<file path="src/core/vpic_defs.svh">
// register offsets, field positions, reset values and counts of the interrupt controller
`ifndef VPIC_DEFS_SVH
`define VPIC_DEFS_SVH

`define VPIC_OFF_MODE_BASE   12'h000
`define VPIC_OFF_VECT_BASE   12'h080
`define VPIC_OFF_NORM_VEC    12'h100
`define VPIC_OFF_FAST_VEC    12'h104
`define VPIC_OFF_CUR_NUM     12'h108
`define VPIC_OFF_PENDING     12'h10C
`define VPIC_OFF_MASK        12'h110
`define VPIC_OFF_CORE_STAT   12'h114
`define VPIC_OFF_ENABLE      12'h120
`define VPIC_OFF_DISABLE     12'h124
`define VPIC_OFF_CLEAR       12'h128
`define VPIC_OFF_SET         12'h12C
`define VPIC_OFF_END_SERV    12'h130
`define VPIC_OFF_SPUR_VEC    12'h134
`define VPIC_OFF_DEBUG       12'h138
`define VPIC_OFF_FF_EN       12'h140
`define VPIC_OFF_FF_DIS      12'h144
`define VPIC_OFF_FF_STAT     12'h148

`define VPIC_PRIO_LSB        0
`define VPIC_PRIO_MSB        2
`define VPIC_EDGE_BIT        5
`define VPIC_POL_BIT         6
`define VPIC_MODE_W          7

`define VPIC_DBG_PROTECT     0
`define VPIC_DBG_GMASK       1
`define VPIC_CSTAT_FAST      0
`define VPIC_CSTAT_NORM      1

`define VPIC_MODE_RST        7'h00
`define VPIC_WORD_RST        32'h0000_0000
`define VPIC_STACK_DEPTH     8
`define VPIC_NUM_SRC         32

`define VPIC_RESP_OKAY       2'h0
`define VPIC_RESP_SLVERR     2'h2

`endif

</file>
<file path="src/core/vpic_pkg.sv">
// types shared by the interrupt controller modules
package vpic_pkg;
    typedef logic [4:0]  vpic_idx_t;
    typedef logic [2:0]  vpic_prio_t;
    typedef logic [31:0] vpic_word_t;
    typedef struct packed {
        vpic_prio_t prio;
        vpic_idx_t  idx;
    } vpic_frame_s;
    typedef enum logic [1:0] {
        VPIC_RD_IDLE  = 2'b00,
        VPIC_RD_FETCH = 2'b01,
        VPIC_RD_RESP  = 2'b11
    } vpic_rd_e;
endpackage

</file>
<file path="src/core/vpic_vec_if.sv">
// port group between the controller and its vector store
`timescale 1ns/10ps
interface vpic_vec_if;
    logic                 wr_en;
    vpic_pkg::vpic_idx_t  wr_idx;
    vpic_pkg::vpic_word_t wr_data;
    logic [3:0]           wr_strb;
    vpic_pkg::vpic_idx_t  rd_idx;
    vpic_pkg::vpic_word_t rd_data;
    modport ctrl (output wr_en, wr_idx, wr_data, wr_strb, rd_idx, input rd_data);
    modport mem  (input wr_en, wr_idx, wr_data, wr_strb, rd_idx, output rd_data);
endinterface

</file>
<file path="src/core/vpic_vec_mem.sv">
// per-source vector store with registered read data
`timescale 1ns/10ps
`include "vpic_defs.svh"
module vpic_vec_mem
    import vpic_pkg::*;
#(
    parameter int DEPTH = `VPIC_NUM_SRC
) (
    input  wire logic i_clk,
    input  wire logic i_rst_b,
    vpic_vec_if.mem   vec
);
    vpic_word_t mem_ff [DEPTH];
    vpic_word_t rd_ff;

    if (DEPTH != 32) begin : g_chk
        $error("vector store needs 32 entries");
    end

    always_ff @(posedge i_clk) begin
        if (!i_rst_b) begin
            for (int k = 0; k < DEPTH; k++) begin
                mem_ff[k] <= `VPIC_WORD_RST;
            end
        end else if (vec.wr_en) begin
            for (int b = 0; b < 4; b++) begin
                if (vec.wr_strb[b]) begin
                    mem_ff[vec.wr_idx][8*b +: 8] <= vec.wr_data[8*b +: 8];
                end
            end
        end
    end

    always_ff @(posedge i_clk) begin
        if (!i_rst_b) begin
            rd_ff <= `VPIC_WORD_RST;
        end else begin
            rd_ff <= mem_ff[vec.rd_idx];
        end
    end

    assign vec.rd_data = rd_ff;
endmodule // vpic_vec_mem

</file>
<file path="src/core/vpic_top.sv">
// vectored priority interrupt controller with an AXI4-Lite register slave
//
// Chosen here: the AXI4-Lite slave port and the register offsets.
`timescale 1ns/10ps
`include "vpic_defs.svh"
module vpic_top
    import vpic_pkg::*;
#(
    parameter int          SYS_LINES    = 4,
    parameter logic [31:0] EXT_SOURCES  = 32'h0000_0001,
    parameter bit          HAS_FAST_PIN = 1'b1
) (
    input  wire logic                 I_CLOCK,
    input  wire logic                 I_RST_B,
    input  wire logic [11:0]          I_AWADDR,
    input  wire logic                 I_AWVALID,
    output wire logic                 O_AWREADY,
    input  wire logic [31:0]          I_WDATA,
    input  wire logic [3:0]           I_WSTRB,
    input  wire logic                 I_WVALID,
    output wire logic                 O_WREADY,
    output logic      [1:0]           O_BRESP,
    output wire logic                 O_BVALID,
    input  wire logic                 I_BREADY,
    input  wire logic [11:0]          I_ARADDR,
    input  wire logic                 I_ARVALID,
    output wire logic                 O_ARREADY,
    output logic      [31:0]          O_RDATA,
    output logic      [1:0]           O_RRESP,
    output wire logic                 O_RVALID,
    input  wire logic                 I_RREADY,
    input  wire logic                 I_FAST_INT_PIN,
    input  wire logic [SYS_LINES-1:0] I_SYSTEM_LINES,
    input  wire logic [31:2]          I_PERIPH_SOURCES,
    output logic                      O_NORMAL_REQUEST_N,
    output logic                      O_FAST_REQUEST_N,
    output logic                      O_WAKEUP
);
    localparam int NS = `VPIC_NUM_SRC;
    localparam int SD = `VPIC_STACK_DEPTH;

    if (SYS_LINES < 1) begin : g_chk
        $error("at least one system line is needed");
    end

    ////////////////////////////////////////////////////////////////////////////////////////
    logic [`VPIC_MODE_W-1:0] mode_ff [NS];
    logic [31:0]             mask_ff;
    logic [31:0]             force_ff;
    vpic_word_t              spur_ff;
    logic                    protect_ff;
    logic                    gmask_ff;
    vpic_idx_t               cur_num_ff;
    vpic_frame_s             stack_ff [SD];
    logic [3:0]              depth_ff;
    logic                    bvalid_ff;
    vpic_rd_e                rd_st_ff;
    vpic_word_t              rd_hold_ff;
    logic                    rd_mem_ff;
    logic [1:0]              rd_resp_ff;

    logic [31:0] raw_src;
    wire  [31:0] pending_w;
    logic [31:0] set_cmd;
    logic [31:0] clr_cmd;
    logic [31:0] auto_clr;
    logic [31:0] norm_cand;
    logic        fast_act;
    logic        best_valid;
    vpic_prio_t  best_prio;
    vpic_idx_t   best_idx;
    vpic_frame_s top_frame;
    logic        norm_act;
    logic        wr_go;
    logic        ar_take;
    logic [31:0] wmask;
    vpic_word_t  wdat;
    logic        push;
    logic        pop;

    vpic_vec_if vec ();

    ////////////////////////////////////////////////////////////////////////////////////////
    // source wiring
    assign raw_src[0]    = HAS_FAST_PIN ? I_FAST_INT_PIN : 1'b0;
    assign raw_src[1]    = |I_SYSTEM_LINES;
    assign raw_src[31:2] = I_PERIPH_SOURCES;

    for (genvar i = 0; i < NS; i++) begin : g_src
        logic sync1_ff;
        logic sync2_ff;
        logic prev_ff;
        logic latch_ff;
        logic s;
        logic pol;
        logic lvl;
        logic edge_hit;
        logic is_edge;

        if (EXT_SOURCES[i]) begin : g_ext
            always_ff @(posedge I_CLOCK) begin
                if (!I_RST_B) begin
                    sync1_ff <= 1'b0;
                    sync2_ff <= 1'b0;
                end else begin
                    sync1_ff <= raw_src[i];
                    sync2_ff <= sync1_ff;
                end
            end
            assign s   = sync2_ff;
            assign pol = mode_ff[i][`VPIC_POL_BIT];
        end else begin : g_int
            assign sync1_ff = 1'b0;
            assign sync2_ff = 1'b0;
            // internal lines are active high by construction
            assign s   = raw_src[i];
            assign pol = 1'b1;
        end

        assign is_edge  = mode_ff[i][`VPIC_EDGE_BIT];
        assign lvl      = pol ? s : ~s;
        assign edge_hit = pol ? (s & ~prev_ff) : (~s & prev_ff);

        always_ff @(posedge I_CLOCK) begin
            if (!I_RST_B) begin
                prev_ff <= 1'b0;
            end else begin
                prev_ff <= s;
            end
        end

        // new events beat a clear in the same cycle
        always_ff @(posedge I_CLOCK) begin
            if (!I_RST_B) begin
                latch_ff <= 1'b0;
            end else if (!is_edge) begin
                latch_ff <= 1'b0;
            end else if (edge_hit || set_cmd[i]) begin
                latch_ff <= 1'b1;
            end else if (clr_cmd[i] || auto_clr[i]) begin
                latch_ff <= 1'b0;
            end
        end

        assign pending_w[i] = is_edge ? latch_ff : lvl;
    end

    ////////////////////////////////////////////////////////////////////////////////////////
    // arbitration
    assign fast_act  = |(pending_w & mask_ff & (force_ff | 32'h0000_0001));
    assign norm_cand = pending_w & mask_ff & ~force_ff & 32'hFFFF_FFFE;

    always_comb begin
        best_valid = 1'b0;
        best_prio  = 3'h0;
        best_idx   = 5'h00;
        // downward scan with >= leaves the lowest number among equals
        for (int k = NS - 1; k >= 1; k--) begin
            if (norm_cand[k] && (!best_valid ||
                mode_ff[k][`VPIC_PRIO_MSB:`VPIC_PRIO_LSB] >= best_prio)) begin
                best_valid = 1'b1;
                best_prio  = mode_ff[k][`VPIC_PRIO_MSB:`VPIC_PRIO_LSB];
                best_idx   = vpic_idx_t'(k);
            end
        end
    end

    assign top_frame = (depth_ff != 4'h0) ? stack_ff[depth_ff[2:0] - 3'h1] : '0;
    assign norm_act  = best_valid &&
                       ((depth_ff == 4'h0) || (best_prio > top_frame.prio));

    always_ff @(posedge I_CLOCK) begin
        if (!I_RST_B) begin
            O_NORMAL_REQUEST_N <= 1'b1;
            O_FAST_REQUEST_N   <= 1'b1;
            O_WAKEUP           <= 1'b0;
        end else begin
            O_NORMAL_REQUEST_N <= ~(norm_act & ~gmask_ff);
            O_FAST_REQUEST_N   <= ~(fast_act & ~gmask_ff);
            O_WAKEUP           <= norm_act | fast_act;
        end
    end

    ////////////////////////////////////////////////////////////////////////////////////////
    // write channel: address and data are taken together
    assign wr_go     = I_AWVALID && I_WVALID && !bvalid_ff;
    assign O_AWREADY = wr_go;
    assign O_WREADY  = wr_go;
    assign O_BVALID  = bvalid_ff;

    for (genvar b = 0; b < 4; b++) begin : g_strb
        assign wmask[8*b +: 8] = {8{I_WSTRB[b]}};
    end
    assign wdat = I_WDATA & wmask;

    assign set_cmd = (wr_go && I_AWADDR == `VPIC_OFF_SET)   ? wdat : 32'h0000_0000;
    assign clr_cmd = (wr_go && I_AWADDR == `VPIC_OFF_CLEAR) ? wdat : 32'h0000_0000;

    always_ff @(posedge I_CLOCK) begin
        if (!I_RST_B) begin
            bvalid_ff <= 1'b0;
            O_BRESP   <= `VPIC_RESP_OKAY;
        end else if (wr_go) begin
            bvalid_ff <= 1'b1;
            O_BRESP   <= (I_AWADDR[11:8] == 4'h0 ||
                          (I_AWADDR >= `VPIC_OFF_NORM_VEC && I_AWADDR <= `VPIC_OFF_FF_STAT))
                         ? `VPIC_RESP_OKAY : `VPIC_RESP_SLVERR;
        end else if (I_BREADY) begin
            bvalid_ff <= 1'b0;
        end
    end

    always_ff @(posedge I_CLOCK) begin
        if (!I_RST_B) begin
            for (int k = 0; k < NS; k++) begin
                mode_ff[k] <= `VPIC_MODE_RST;
            end
        end else if (wr_go && I_AWADDR[11:7] == 5'h00 && I_WSTRB[0]) begin
            mode_ff[I_AWADDR[6:2]] <= I_WDATA[`VPIC_MODE_W-1:0];
        end
    end

    always_ff @(posedge I_CLOCK) begin
        if (!I_RST_B) begin
            mask_ff <= `VPIC_WORD_RST;
        end else if (wr_go && I_AWADDR == `VPIC_OFF_ENABLE) begin
            mask_ff <= mask_ff | wdat;
        end else if (wr_go && I_AWADDR == `VPIC_OFF_DISABLE) begin
            mask_ff <= mask_ff & ~wdat;
        end
    end

    always_ff @(posedge I_CLOCK) begin
        if (!I_RST_B) begin
            force_ff <= `VPIC_WORD_RST;
        end else if (wr_go && I_AWADDR == `VPIC_OFF_FF_EN) begin
            force_ff <= force_ff | wdat;
        end else if (wr_go && I_AWADDR == `VPIC_OFF_FF_DIS) begin
            force_ff <= force_ff & ~wdat;
        end
    end

    always_ff @(posedge I_CLOCK) begin
        if (!I_RST_B) begin
            spur_ff    <= `VPIC_WORD_RST;
            protect_ff <= 1'b0;
            gmask_ff   <= 1'b0;
        end else if (wr_go && I_AWADDR == `VPIC_OFF_SPUR_VEC) begin
            spur_ff <= (spur_ff & ~wmask) | wdat;
        end else if (wr_go && I_AWADDR == `VPIC_OFF_DEBUG && I_WSTRB[0]) begin
            protect_ff <= I_WDATA[`VPIC_DBG_PROTECT];
            gmask_ff   <= I_WDATA[`VPIC_DBG_GMASK];
        end
    end

    assign vec.wr_en   = wr_go && I_AWADDR[11:7] == 5'h01;
    assign vec.wr_idx  = I_AWADDR[6:2];
    assign vec.wr_data = I_WDATA;
    assign vec.wr_strb = I_WSTRB;

    ////////////////////////////////////////////////////////////////////////////////////////
    // read channel and vector-read side effects
    assign ar_take   = I_ARVALID && rd_st_ff == VPIC_RD_IDLE;
    assign O_ARREADY = rd_st_ff == VPIC_RD_IDLE;
    assign O_RVALID  = rd_st_ff == VPIC_RD_RESP;

    // side effects act on the arbitration result at the edge the address is taken
    assign push = ar_take && I_ARADDR == `VPIC_OFF_NORM_VEC && !protect_ff && best_valid;
    assign pop  = wr_go && I_AWADDR == `VPIC_OFF_END_SERV && depth_ff != 4'h0;

    always_comb begin
        auto_clr = 32'h0000_0000;
        if (push) begin
            auto_clr[best_idx] = 1'b1;
        end
        if (ar_take && I_ARADDR == `VPIC_OFF_FAST_VEC && !protect_ff) begin
            auto_clr[0] = 1'b1;
        end
    end

    // stack cannot overflow: a push is not stored once depth_ff reaches SD (8)
    always_ff @(posedge I_CLOCK) begin
        if (!I_RST_B) begin
            depth_ff <= 4'h0;
            for (int k = 0; k < SD; k++) begin
                stack_ff[k] <= '0;
            end
        end else if (push && depth_ff != 4'(SD)) begin
            stack_ff[depth_ff[2:0]] <= '{prio: best_prio, idx: best_idx};
            depth_ff                <= depth_ff + 4'h1;
        end else if (pop) begin
            depth_ff <= depth_ff - 4'h1;
        end
    end

    always_ff @(posedge I_CLOCK) begin
        if (!I_RST_B) begin
            cur_num_ff <= 5'h00;
        end else if (push) begin
            cur_num_ff <= best_idx;
        end else if (pop && depth_ff > 4'h1) begin
            cur_num_ff <= stack_ff[depth_ff[2:0] - 3'h2].idx;
        end
    end

    always_comb begin
        vec.rd_idx = I_ARADDR[6:2];
        if (I_ARADDR == `VPIC_OFF_NORM_VEC) begin
            vec.rd_idx = best_idx;
        end else if (I_ARADDR == `VPIC_OFF_FAST_VEC) begin
            vec.rd_idx = 5'h00;
        end
    end

    always_ff @(posedge I_CLOCK) begin
        if (!I_RST_B) begin
            rd_st_ff <= VPIC_RD_IDLE;
        end else begin
            case (rd_st_ff)
                VPIC_RD_IDLE: begin
                    if (I_ARVALID) begin
                        rd_st_ff <= VPIC_RD_FETCH;
                    end
                end
                VPIC_RD_FETCH: begin
                    rd_st_ff <= VPIC_RD_RESP;
                end
                VPIC_RD_RESP: begin
                    if (I_RREADY) begin
                        rd_st_ff <= VPIC_RD_IDLE;
                    end
                end
                default: begin
                    rd_st_ff <= VPIC_RD_IDLE;
                end
            endcase
        end
    end

    always_ff @(posedge I_CLOCK) begin
        if (!I_RST_B) begin
            rd_hold_ff <= `VPIC_WORD_RST;
            rd_mem_ff  <= 1'b0;
            rd_resp_ff <= `VPIC_RESP_OKAY;
        end else if (ar_take) begin
            rd_mem_ff  <= 1'b0;
            rd_hold_ff <= `VPIC_WORD_RST;
            rd_resp_ff <= `VPIC_RESP_OKAY;
            if (I_ARADDR[11:7] == 5'h00) begin
                rd_hold_ff <= {25'h000_0000, mode_ff[I_ARADDR[6:2]]};
            end else if (I_ARADDR[11:7] == 5'h01 || I_ARADDR == `VPIC_OFF_FAST_VEC) begin
                rd_mem_ff <= 1'b1;
            end else begin
                case (I_ARADDR)
                    `VPIC_OFF_NORM_VEC: begin
                        rd_mem_ff  <= best_valid;
                        rd_hold_ff <= spur_ff;
                    end
                    `VPIC_OFF_CUR_NUM:   rd_hold_ff <= {27'h000_0000, cur_num_ff};
                    `VPIC_OFF_PENDING:   rd_hold_ff <= pending_w;
                    `VPIC_OFF_MASK:      rd_hold_ff <= mask_ff;
                    `VPIC_OFF_CORE_STAT: begin
                        rd_hold_ff[`VPIC_CSTAT_FAST] <= ~O_FAST_REQUEST_N;
                        rd_hold_ff[`VPIC_CSTAT_NORM] <= ~O_NORMAL_REQUEST_N;
                    end
                    `VPIC_OFF_SPUR_VEC:  rd_hold_ff <= spur_ff;
                    `VPIC_OFF_DEBUG: begin
                        rd_hold_ff[`VPIC_DBG_PROTECT] <= protect_ff;
                        rd_hold_ff[`VPIC_DBG_GMASK]   <= gmask_ff;
                    end
                    `VPIC_OFF_FF_STAT:   rd_hold_ff <= force_ff;
                    `VPIC_OFF_ENABLE, `VPIC_OFF_DISABLE, `VPIC_OFF_CLEAR, `VPIC_OFF_SET,
                    `VPIC_OFF_END_SERV, `VPIC_OFF_FF_EN, `VPIC_OFF_FF_DIS: begin
                        rd_hold_ff <= `VPIC_WORD_RST;
                    end
                    default:             rd_resp_ff <= `VPIC_RESP_SLVERR;
                endcase
            end
        end
    end

    always_ff @(posedge I_CLOCK) begin
        if (!I_RST_B) begin
            O_RDATA <= `VPIC_WORD_RST;
            O_RRESP <= `VPIC_RESP_OKAY;
        end else if (rd_st_ff == VPIC_RD_FETCH) begin
            O_RDATA <= rd_mem_ff ? vec.rd_data : rd_hold_ff;
            O_RRESP <= rd_resp_ff;
        end
    end

    vpic_vec_mem #(
        .DEPTH (NS)
    ) u_vec_mem (
        .i_clk   (I_CLOCK),
        .i_rst_b (I_RST_B),
        .vec     (vec)
    );
endmodule // vpic_top

</file>
<file path="config.mk">
export PLATFORM = sky130hd
export DESIGN_NAME = vpic_top
export DESIGN_NICKNAME = d
export VERILOG_FILES = /design/src/core/vpic_pkg.sv /design/src/core/vpic_vec_if.sv /design/src/core/vpic_vec_mem.sv /design/src/core/vpic_top.sv
export VERILOG_INCLUDE_DIRS = /design/src /design/src/core
export SDC_FILE = /design/constraint.sdc
export NUM_CORES = 2
export LEC_CHECK = 0
export BUFFER_PORTS_ARGS = -buffer_cell sky130_fd_sc_hd__buf_4
export CAP_MARGIN = 20
export CORE_MARGIN = 3
export CORE_UTILIZATION = 54
export DETAILED_ROUTE_END_ITERATION = 10
export GPL_ROUTABILITY_DRIVEN = 0
export HOLD_SLACK_MARGIN = 0.06
export PLACE_DENSITY = 0.76
export SKIP_CTS_REPAIR_TIMING = 1
export SLEW_MARGIN = 20
export SYNTH_ARGS = -nofsm -noshare
export SYNTH_HDL_FRONTEND = slang
export SYNTH_SLANG_ARGS = --single-unit
</file>
<file path="constraint.sdc">
create_clock -name I_CLOCK -period 72.8 [get_ports I_CLOCK]
set_clock_uncertainty 0.1 [all_clocks]
set_input_delay 14.56 -clock I_CLOCK [delete_from_list [all_inputs] [get_ports I_CLOCK]]
set_output_delay 14.56 -clock I_CLOCK [all_outputs]
set_load 0.05 [all_outputs]
</file>
* Yosys cells after proc, flatten, opt, wreduce, memory -nomap -nowiden
Memory sizes are Yosys's and may differ from the RTL's. A register that Yosys moved wholly into a read port is not among the register bits.
Cells that the tools add are included.
** Operators by class
- Add/sub/neg operators :: 4
- Order comparisons :: 36
- Equality and inequality tests :: 32
- Mux-type cells :: 257
- Bitwise operators :: 88
- Reductions and logical operators :: 271
** Operator list (number)
- 32-bit 2-to-1 mux :: 11
- 12-bit by 9-bit equality test with 1-bit output, second input constant :: 25
- 32-bit AND :: 7
- 5-bit 2-to-1 mux :: 37
- 1-bit 2-to-1 mux :: 161
- 30-bit one-hot mux with 5 select lines :: 1
- 1-bit logical OR :: 97
- 3-bit 2-to-1 mux :: 32
- 32-bit NOT :: 3
- 32-bit bitwise OR :: 3
- 3-bit >= comparator :: 30
- 2-bit nonzero test :: 37
- 2-bit AND reduction :: 34
- 32-bit OR reduction :: 2
- 1-bit logical AND :: 57
- 1-bit NOT :: 39
- 1-bit AND :: 35
- 1-bit zero test :: 33
- 8-bit 2-to-1 mux :: 2
- 15-bit OR reduction :: 1
- 2-bit one-hot mux with 7 select lines :: 1
- 12-bit by 9-bit >= comparator with 1-bit output, second input constant :: 1
- 12-bit by 9-bit less-or-equal comparator with 1-bit output, second input constant :: 1
- 2-bit 2-to-1 mux :: 6
- other kinds (27) :: 32
** Word-level totals
- Register bits :: 250
- RAM bits :: 1312
- Bits of input ports :: 102
- Output and inout bits :: 44
- Memories :: 3
** Memories
- u_vec_mem.mem_ff :: depth 32, width 32, rd ports 1, clocked after memory_dff 1, wr ports 32, RTL line vpic_vec_mem.sv:13 : vpic_word_t mem_ff [DEPTH];
- mode_ff :: depth 32, width 7, rd ports 33, clocked after memory_dff 0, wr ports 32, RTL line vpic_top.sv:47 : logic [`VPIC_MODE_W-1:0] mode_ff [NS];
- stack_ff :: depth 8, width 8, rd ports 2, clocked after memory_dff 0, wr ports 8, RTL line vpic_top.sv:54 : vpic_frame_s stack_ff [SD];

* Depth between registers and ports, before layout
- Depth after elaboration :: 135
- Depth in mapped cells :: 232
- Mapped depth without buffers :: 226

* Hierarchy
From an unflattened synthesis, not the netlist that was laid out.
** Unflattened totals
- Cells, all modules :: 6248
- Area, all modules :: 78108.7 sq um
** Modules (own cells, without submodules)
- vpic_vec_mem :: instances 1, cells an instance 3150, area an instance 47860.9 sq um, seq. area each 31390.1 sq um
- vpic_top :: instances 1, cells an instance 3098, area an instance 30247.8 sq um, seq. area each 13593.0 sq um

* Worst setup path before layout
Ideal clock, no wire load.
- Kind :: input to register
- Start :: input I_PERIPH_SOURCES[31] (netlist name)
- End :: register u_vec_mem.rd_ff[10], in the netlist u_vec_mem.vec.rd_data[10] (read register of u_vec_mem.mem_ff)
- Arrival :: 57.451 ns
- Path slack :: 15.124 ns
- Stages :: 215
- Buffers on the path :: 6
- Cells stage by stage :: mux2_2 and3_1 ha_1 nor2b_1 o21ai_0 a21boi_0 a22o_1 ha_1 or3b_2 a21oi_1 a21oi_1 mux2_2 ha_1 nand2b_1 a21o_1 a221oi_1 nor3_1 mux2_2 [... 179 more ...] nand2b_1 a21o_1 a21oi_1 a21o_1 mux2_2 ha_1 nand2b_1 a21o_1 a21oi_1 nor3_1 a41oi_1 o21ai_0 a21oi_4 buf_2 mux4_2 mux2_2 nand2_1 a211oi_2
** Between the ends
- Cells in the longest elaborated chain, start to end :: 125
- Elaborated cells between the ends (all ways) :: 215
- Those cells by class :: order compare: 30; mux: 93; bitwise: 2; reduce/logical: 90
** RTL lines
- start, declared :: RTL line vpic_top.sv:34 : input wire logic [31:2] I_PERIPH_SOURCES,
- 1-bit 2-to-1 mux * :: RTL line vpic_top.sv:145 : assign pending_w[i] = is_edge ? latch_ff : lvl;
- 32-bit AND * (2 in a row) :: RTL line vpic_top.sv:151 : assign norm_cand = pending_w & mask_ff & ~force_ff & 32'hFFFF_FFFE;
- 3-bit 2-to-1 mux / 1-bit 2-to-1 mux (equally long branches) :: RTL line vpic_top.sv:159 : if (norm_cand[k] && (!best_valid ||
- 3-bit >= comparator / 1-bit zero test (equally long branches) :: RTL line vpic_top.sv:160, vpic_top.sv:159
- 1-bit logical OR :: RTL line vpic_top.sv:159
- 1-bit logical AND :: RTL line vpic_top.sv:159
- 3-bit 2-to-1 mux / 1-bit 2-to-1 mux (equally long branches) :: RTL line vpic_top.sv:159
- 3-bit >= comparator / 1-bit zero test (equally long branches) :: RTL line vpic_top.sv:160, vpic_top.sv:159
- [... 108 more ...]
- 1-bit logical OR :: RTL line vpic_top.sv:159
- 1-bit logical AND :: RTL line vpic_top.sv:159
- 3-bit 2-to-1 mux / 1-bit 2-to-1 mux (equally long branches) :: RTL line vpic_top.sv:159
- 3-bit >= comparator / 1-bit zero test (equally long branches) :: RTL line vpic_top.sv:160, vpic_top.sv:159
- 1-bit logical OR :: RTL line vpic_top.sv:159
- 1-bit logical AND :: RTL line vpic_top.sv:159
- 5-bit 2-to-1 mux * :: RTL line vpic_top.sv:159
- 5-bit 2-to-1 mux * :: RTL line vpic_top.sv:308 : if (I_ARADDR == `VPIC_OFF_NORM_VEC) begin
- end, declared :: RTL line vpic_vec_mem.sv:14 : vpic_word_t rd_ff;
Mark *: on every way between the ends. The rest lies on a longest branch, timed or not.
A chain may end at the register's enable or synchronous reset.

* Worst setup path in the final report
- Start :: input I_PERIPH_SOURCES[31] (netlist name)
- End :: register u_vec_mem.rd_ff[29], in the netlist u_vec_mem.vec.rd_data[29] (read register of u_vec_mem.mem_ff)
The elaborated chain is that of the path after synthesis.

==> results.md <==
- Hold WC Path Type: register to register
- Vias: 56.80k
- Most frequent cells in the layout: and2_1, edfxtp_1, nand2_1
- Final cycle utilization of the critical path: 0.8970
- Area of the die: ~150000 µm²
- Initial antenna violation count: 14
- Critical path buffers and inverters: 9
- DRC: 0
- Yosys reg bits: 1591
- Final Instance Area: around 87000 µm²
- Final ANT Viol Nets: 0
- Max_slew headroom: 0.1603
- EDFF count, synth: approximately 1.3k
- Reg-to-reg setup timing slack: 20.79 ns
- Largest net degree at the start of global routing: 200
- Highest achievable clock rate: 15.31 MHz
- Worst-margin pin slew: about 1.3 ns
- Synth area leaders: edfxtp_1, and2_1, dfxtp_1
- Placement Cell Area: roughly 81000 µm²
- First-pass GRT wire length: 351300 µm
- CP arrival: approximately 66 ns
- Hold Path Sink: g_src[0].s
- Yosys cell types: 102
- CP endpoint kind: register
- Final hold vios: 0
- RSZ-0062 raised after global routing: no
- Top FF cell, synth: edfxtp_1
- Vias in the first global route: 53.77k
- Drt via density: between 6 and 7
- Synth-to-Final Area Change: 9.614%
- CORE AREA: about 140000 µm²
- Synthesized area per cell: around 12 µm²
- Proportion of layout cells with a drive suffix above 1: 0.1082
- Sequential area share after synthesis: 0.5699
- Max IR drop VDD: roughly 0.018 mV
- Critical path type: input port to register
- Leak: between 30 and 40 nW
- Largest area contributor in the netlist: edfxtp_1
- CP max stage cell: buf_4
- Hold Crit Start: g_src[0].sync1_ff
- Sequential share of power: 0.511
- Worst r2r path cells: 213
- Top Ports: around 150
- Gate Count Post-Synth: ~6.7k
- Global Route Usage Sum: 0.3098
- Routed Wire Length: around 240000 µm
- Clock Sink Count: 1591
- Setup TNS Final: 0 ns
- Die H: around 390 µm
- Number of CTS-inserted buffers: approximately 160
- Delay-heaviest family, CP: compound AO/OA/AOI/OAI gates
- Clock share of power: 0.419
- Ys async rst share: 0
- Power, Total: 1.992 mW
- Layout net count: about 7k
- Crit-path most repeated cell: ha_1
- Power Internal: 1.516 mW
- Filler cell count: ~11k
- CP startpoint kind: input port
- Hold Crit Depth: 1
- Die width: 388.3 µm
- Row cnt: 139
- DR pass1 iterations: 9
- Clock Path Buffers: 3
- Utilization after layout: 0.5994
- Cell Pwr Density: 23.02 nW/µm²
- Clock Latency Late Sink: between 0.8 and 0.9 ns
- Power share of the combinational group: 0.070
- Effective utilization at floorplan: 0.5468
- Start of the worst register-to-register path: mode_ff[31][5]
- Global route overflow: 0
- NetSw: around 480 µW
- CTS tree: yes
- Synthesized area: between 70000 and 80000 µm²
- End of the worst register-to-register path: u_vec_mem.vec.rd_data[29]
- Fin crit period: about 65 ns
- Routed WL per cell: ~27 µm
- Crit Path Max Fanout: between 70 and 80
- Iter 0 DRT Violations: 7715
- Synth top area share: 0.4992
- Max-slew violation count: 0
- Warnings from Yosys: 0
- Status: finished clean
- CTS clk-pin slew, worst paths: approximately 0.06 ns
- Max-cap violation count: 0
- Port Buf Inserts: around 140
- DP HPWL: about 160000 µm
- Net Sw Frac: 0.2387
- Worst path required time: 73.38 ns
- Root Buffer: clkbuf_16
- Most common cell after layout, fill and taps aside: and2_1
- H-tree Lvls: 4
- Final setup fails: 0
- Crit-path max cell delay: 0.90 ns
## synthesized netlist by cell type, types with 58 or more instances
master and instances:
dfxtp_1 279, edfxtp_1 1312, and2_1 1363, a22oi_1 62, mux4_2 149, inv_1 106
nor3b_1 67, nor2_1 360, a31oi_1 88, nor2b_1 117, o221ai_1 58, clkbuf_1 375
nor3_1 59, nand3_1 80, mux2i_1 289, nand2_1 510, a21oi_1 75, ha_1 77
a211oi_1 228, o21ai_0 361
## final cells by class
type	instances	area (µm²)	area share
diodes	11	27.53	0.0003182
clock buffers	231	4569	0.05281
clock inverters	76	724.4	0.008373
inverters	108	405.4	0.004686
multi-input cells	4569	31720	0.3666
flip-flops and latches	1591	44980	0.5199
well taps	1903	2381	0.02752
repair buffers	216	1705	0.01971
## registers in the layout, summed over array words and instances, names as in the netlist, 2 cells and up, named ones only
| name | count |
|---|---|
| stack_ff | 64 |
| O_RDATA | 32 |
| g_src.latch_ff | 32 |
| g_src.prev_ff | 32 |
| rd_st_ff | 2 |
| rd_hold_ff | 32 |
| cur_num_ff | 5 |
| u_vec_mem.mem_ff | 1024 |
| depth_ff | 4 |
| mode_ff | 224 |
| u_vec_mem.vec.rd_data | 32 |
## kinds of logic (layout without fill, tap and decap cells)
group	count (synthesis)	after routing	synth area share
mux	492	492	0.08687
flops	1591	1591	0.5699
buf+inv	581	631	0.02999
compound gates	1254	1254	0.1108
xor+xnor	2	2	0.0002220
simple gates	2737	2737	0.1893
fa+ha+maj	82	82	0.01284
other cells	1	13	0.00004751
## stage by stage
step	cells	setup WS [ns]	hold slack (ns)
CTS	8692	8.473	0.3450
detailed placement	8385	7.850	0.3355
finish	8705	7.498	0.3454
global placement	8380	9.501	0.3280
floorplan	6741	15.12	0.3119
global route	8697	4.118	0.3504
## metal layers
| layer | up-vias | GRT usage | share of wire |
|---|---|---|---|
| met1 | 27970 | 0.4281 | 0.39 |
| met5 | - | 0 | 0.00015 |
| met4 | 6 | 0.1451 | 0.049 |
| met3 | 593 | 0.07973 | 0.12 |
| met2 | 3695 | 0.4598 | 0.44 |
| li1 | 24530 | - | - |
## worst max path at each step
| stage | from | end | slack [ns] | cells after the start |
|---|---|---|---|---|
| 6_report | I_PERIPH_SOURCES[31] | u_vec_mem.vec.rd_data[29] | 7.50 | 213 |
| 5_1_grt | I_PERIPH_SOURCES[31] | u_vec_mem.vec.rd_data[28] | 4.12 | 214 |
| 4_1_cts | I_PERIPH_SOURCES[31] | u_vec_mem.vec.rd_data[29] | 8.47 | 212 |
| 3_5_place_dp | I_PERIPH_SOURCES[31] | u_vec_mem.vec.rd_data[29] | 7.85 | 212 |
| 3_3_place_gp | I_PERIPH_SOURCES[31] | u_vec_mem.vec.rd_data[26] | 9.50 | 212 |
| 2_1_floorplan | I_PERIPH_SOURCES[31] | u_vec_mem.vec.rd_data[10] | 15.12 | 215 |
## worst register-to-register path, delay by kind of cell (launching register included)
| kind | cells | cell delay [ns] |
|---|---|---|
| AOI/OAI and AO/OA | 94 | 22.97 |
| and+or+nand+nor | 61 | 10.68 |
| adders and majority gates | 34 | 9.21 |
| muxes | 16 | 6.07 |
| buffers and inverters | 8 | 2.40 |
| DFF | 1 | 0.50 |
## power by group through the flow
stage / combinational (mW) / clock [mW] / sequential [mW]
2_1_floorplan: 0.0791 / 0 / 1.04
3_3_place_gp: 0.132 / 0 / 1.04
5_1_grt: 0.145 / 0.872 / 1.02
6_report: 0.139 / 0.835 / 1.02
3_5_place_dp: 0.135 / 0 / 1.04
4_1_cts: 0.135 / 0.835 / 1.02
(Power assumes the default switching activity.)
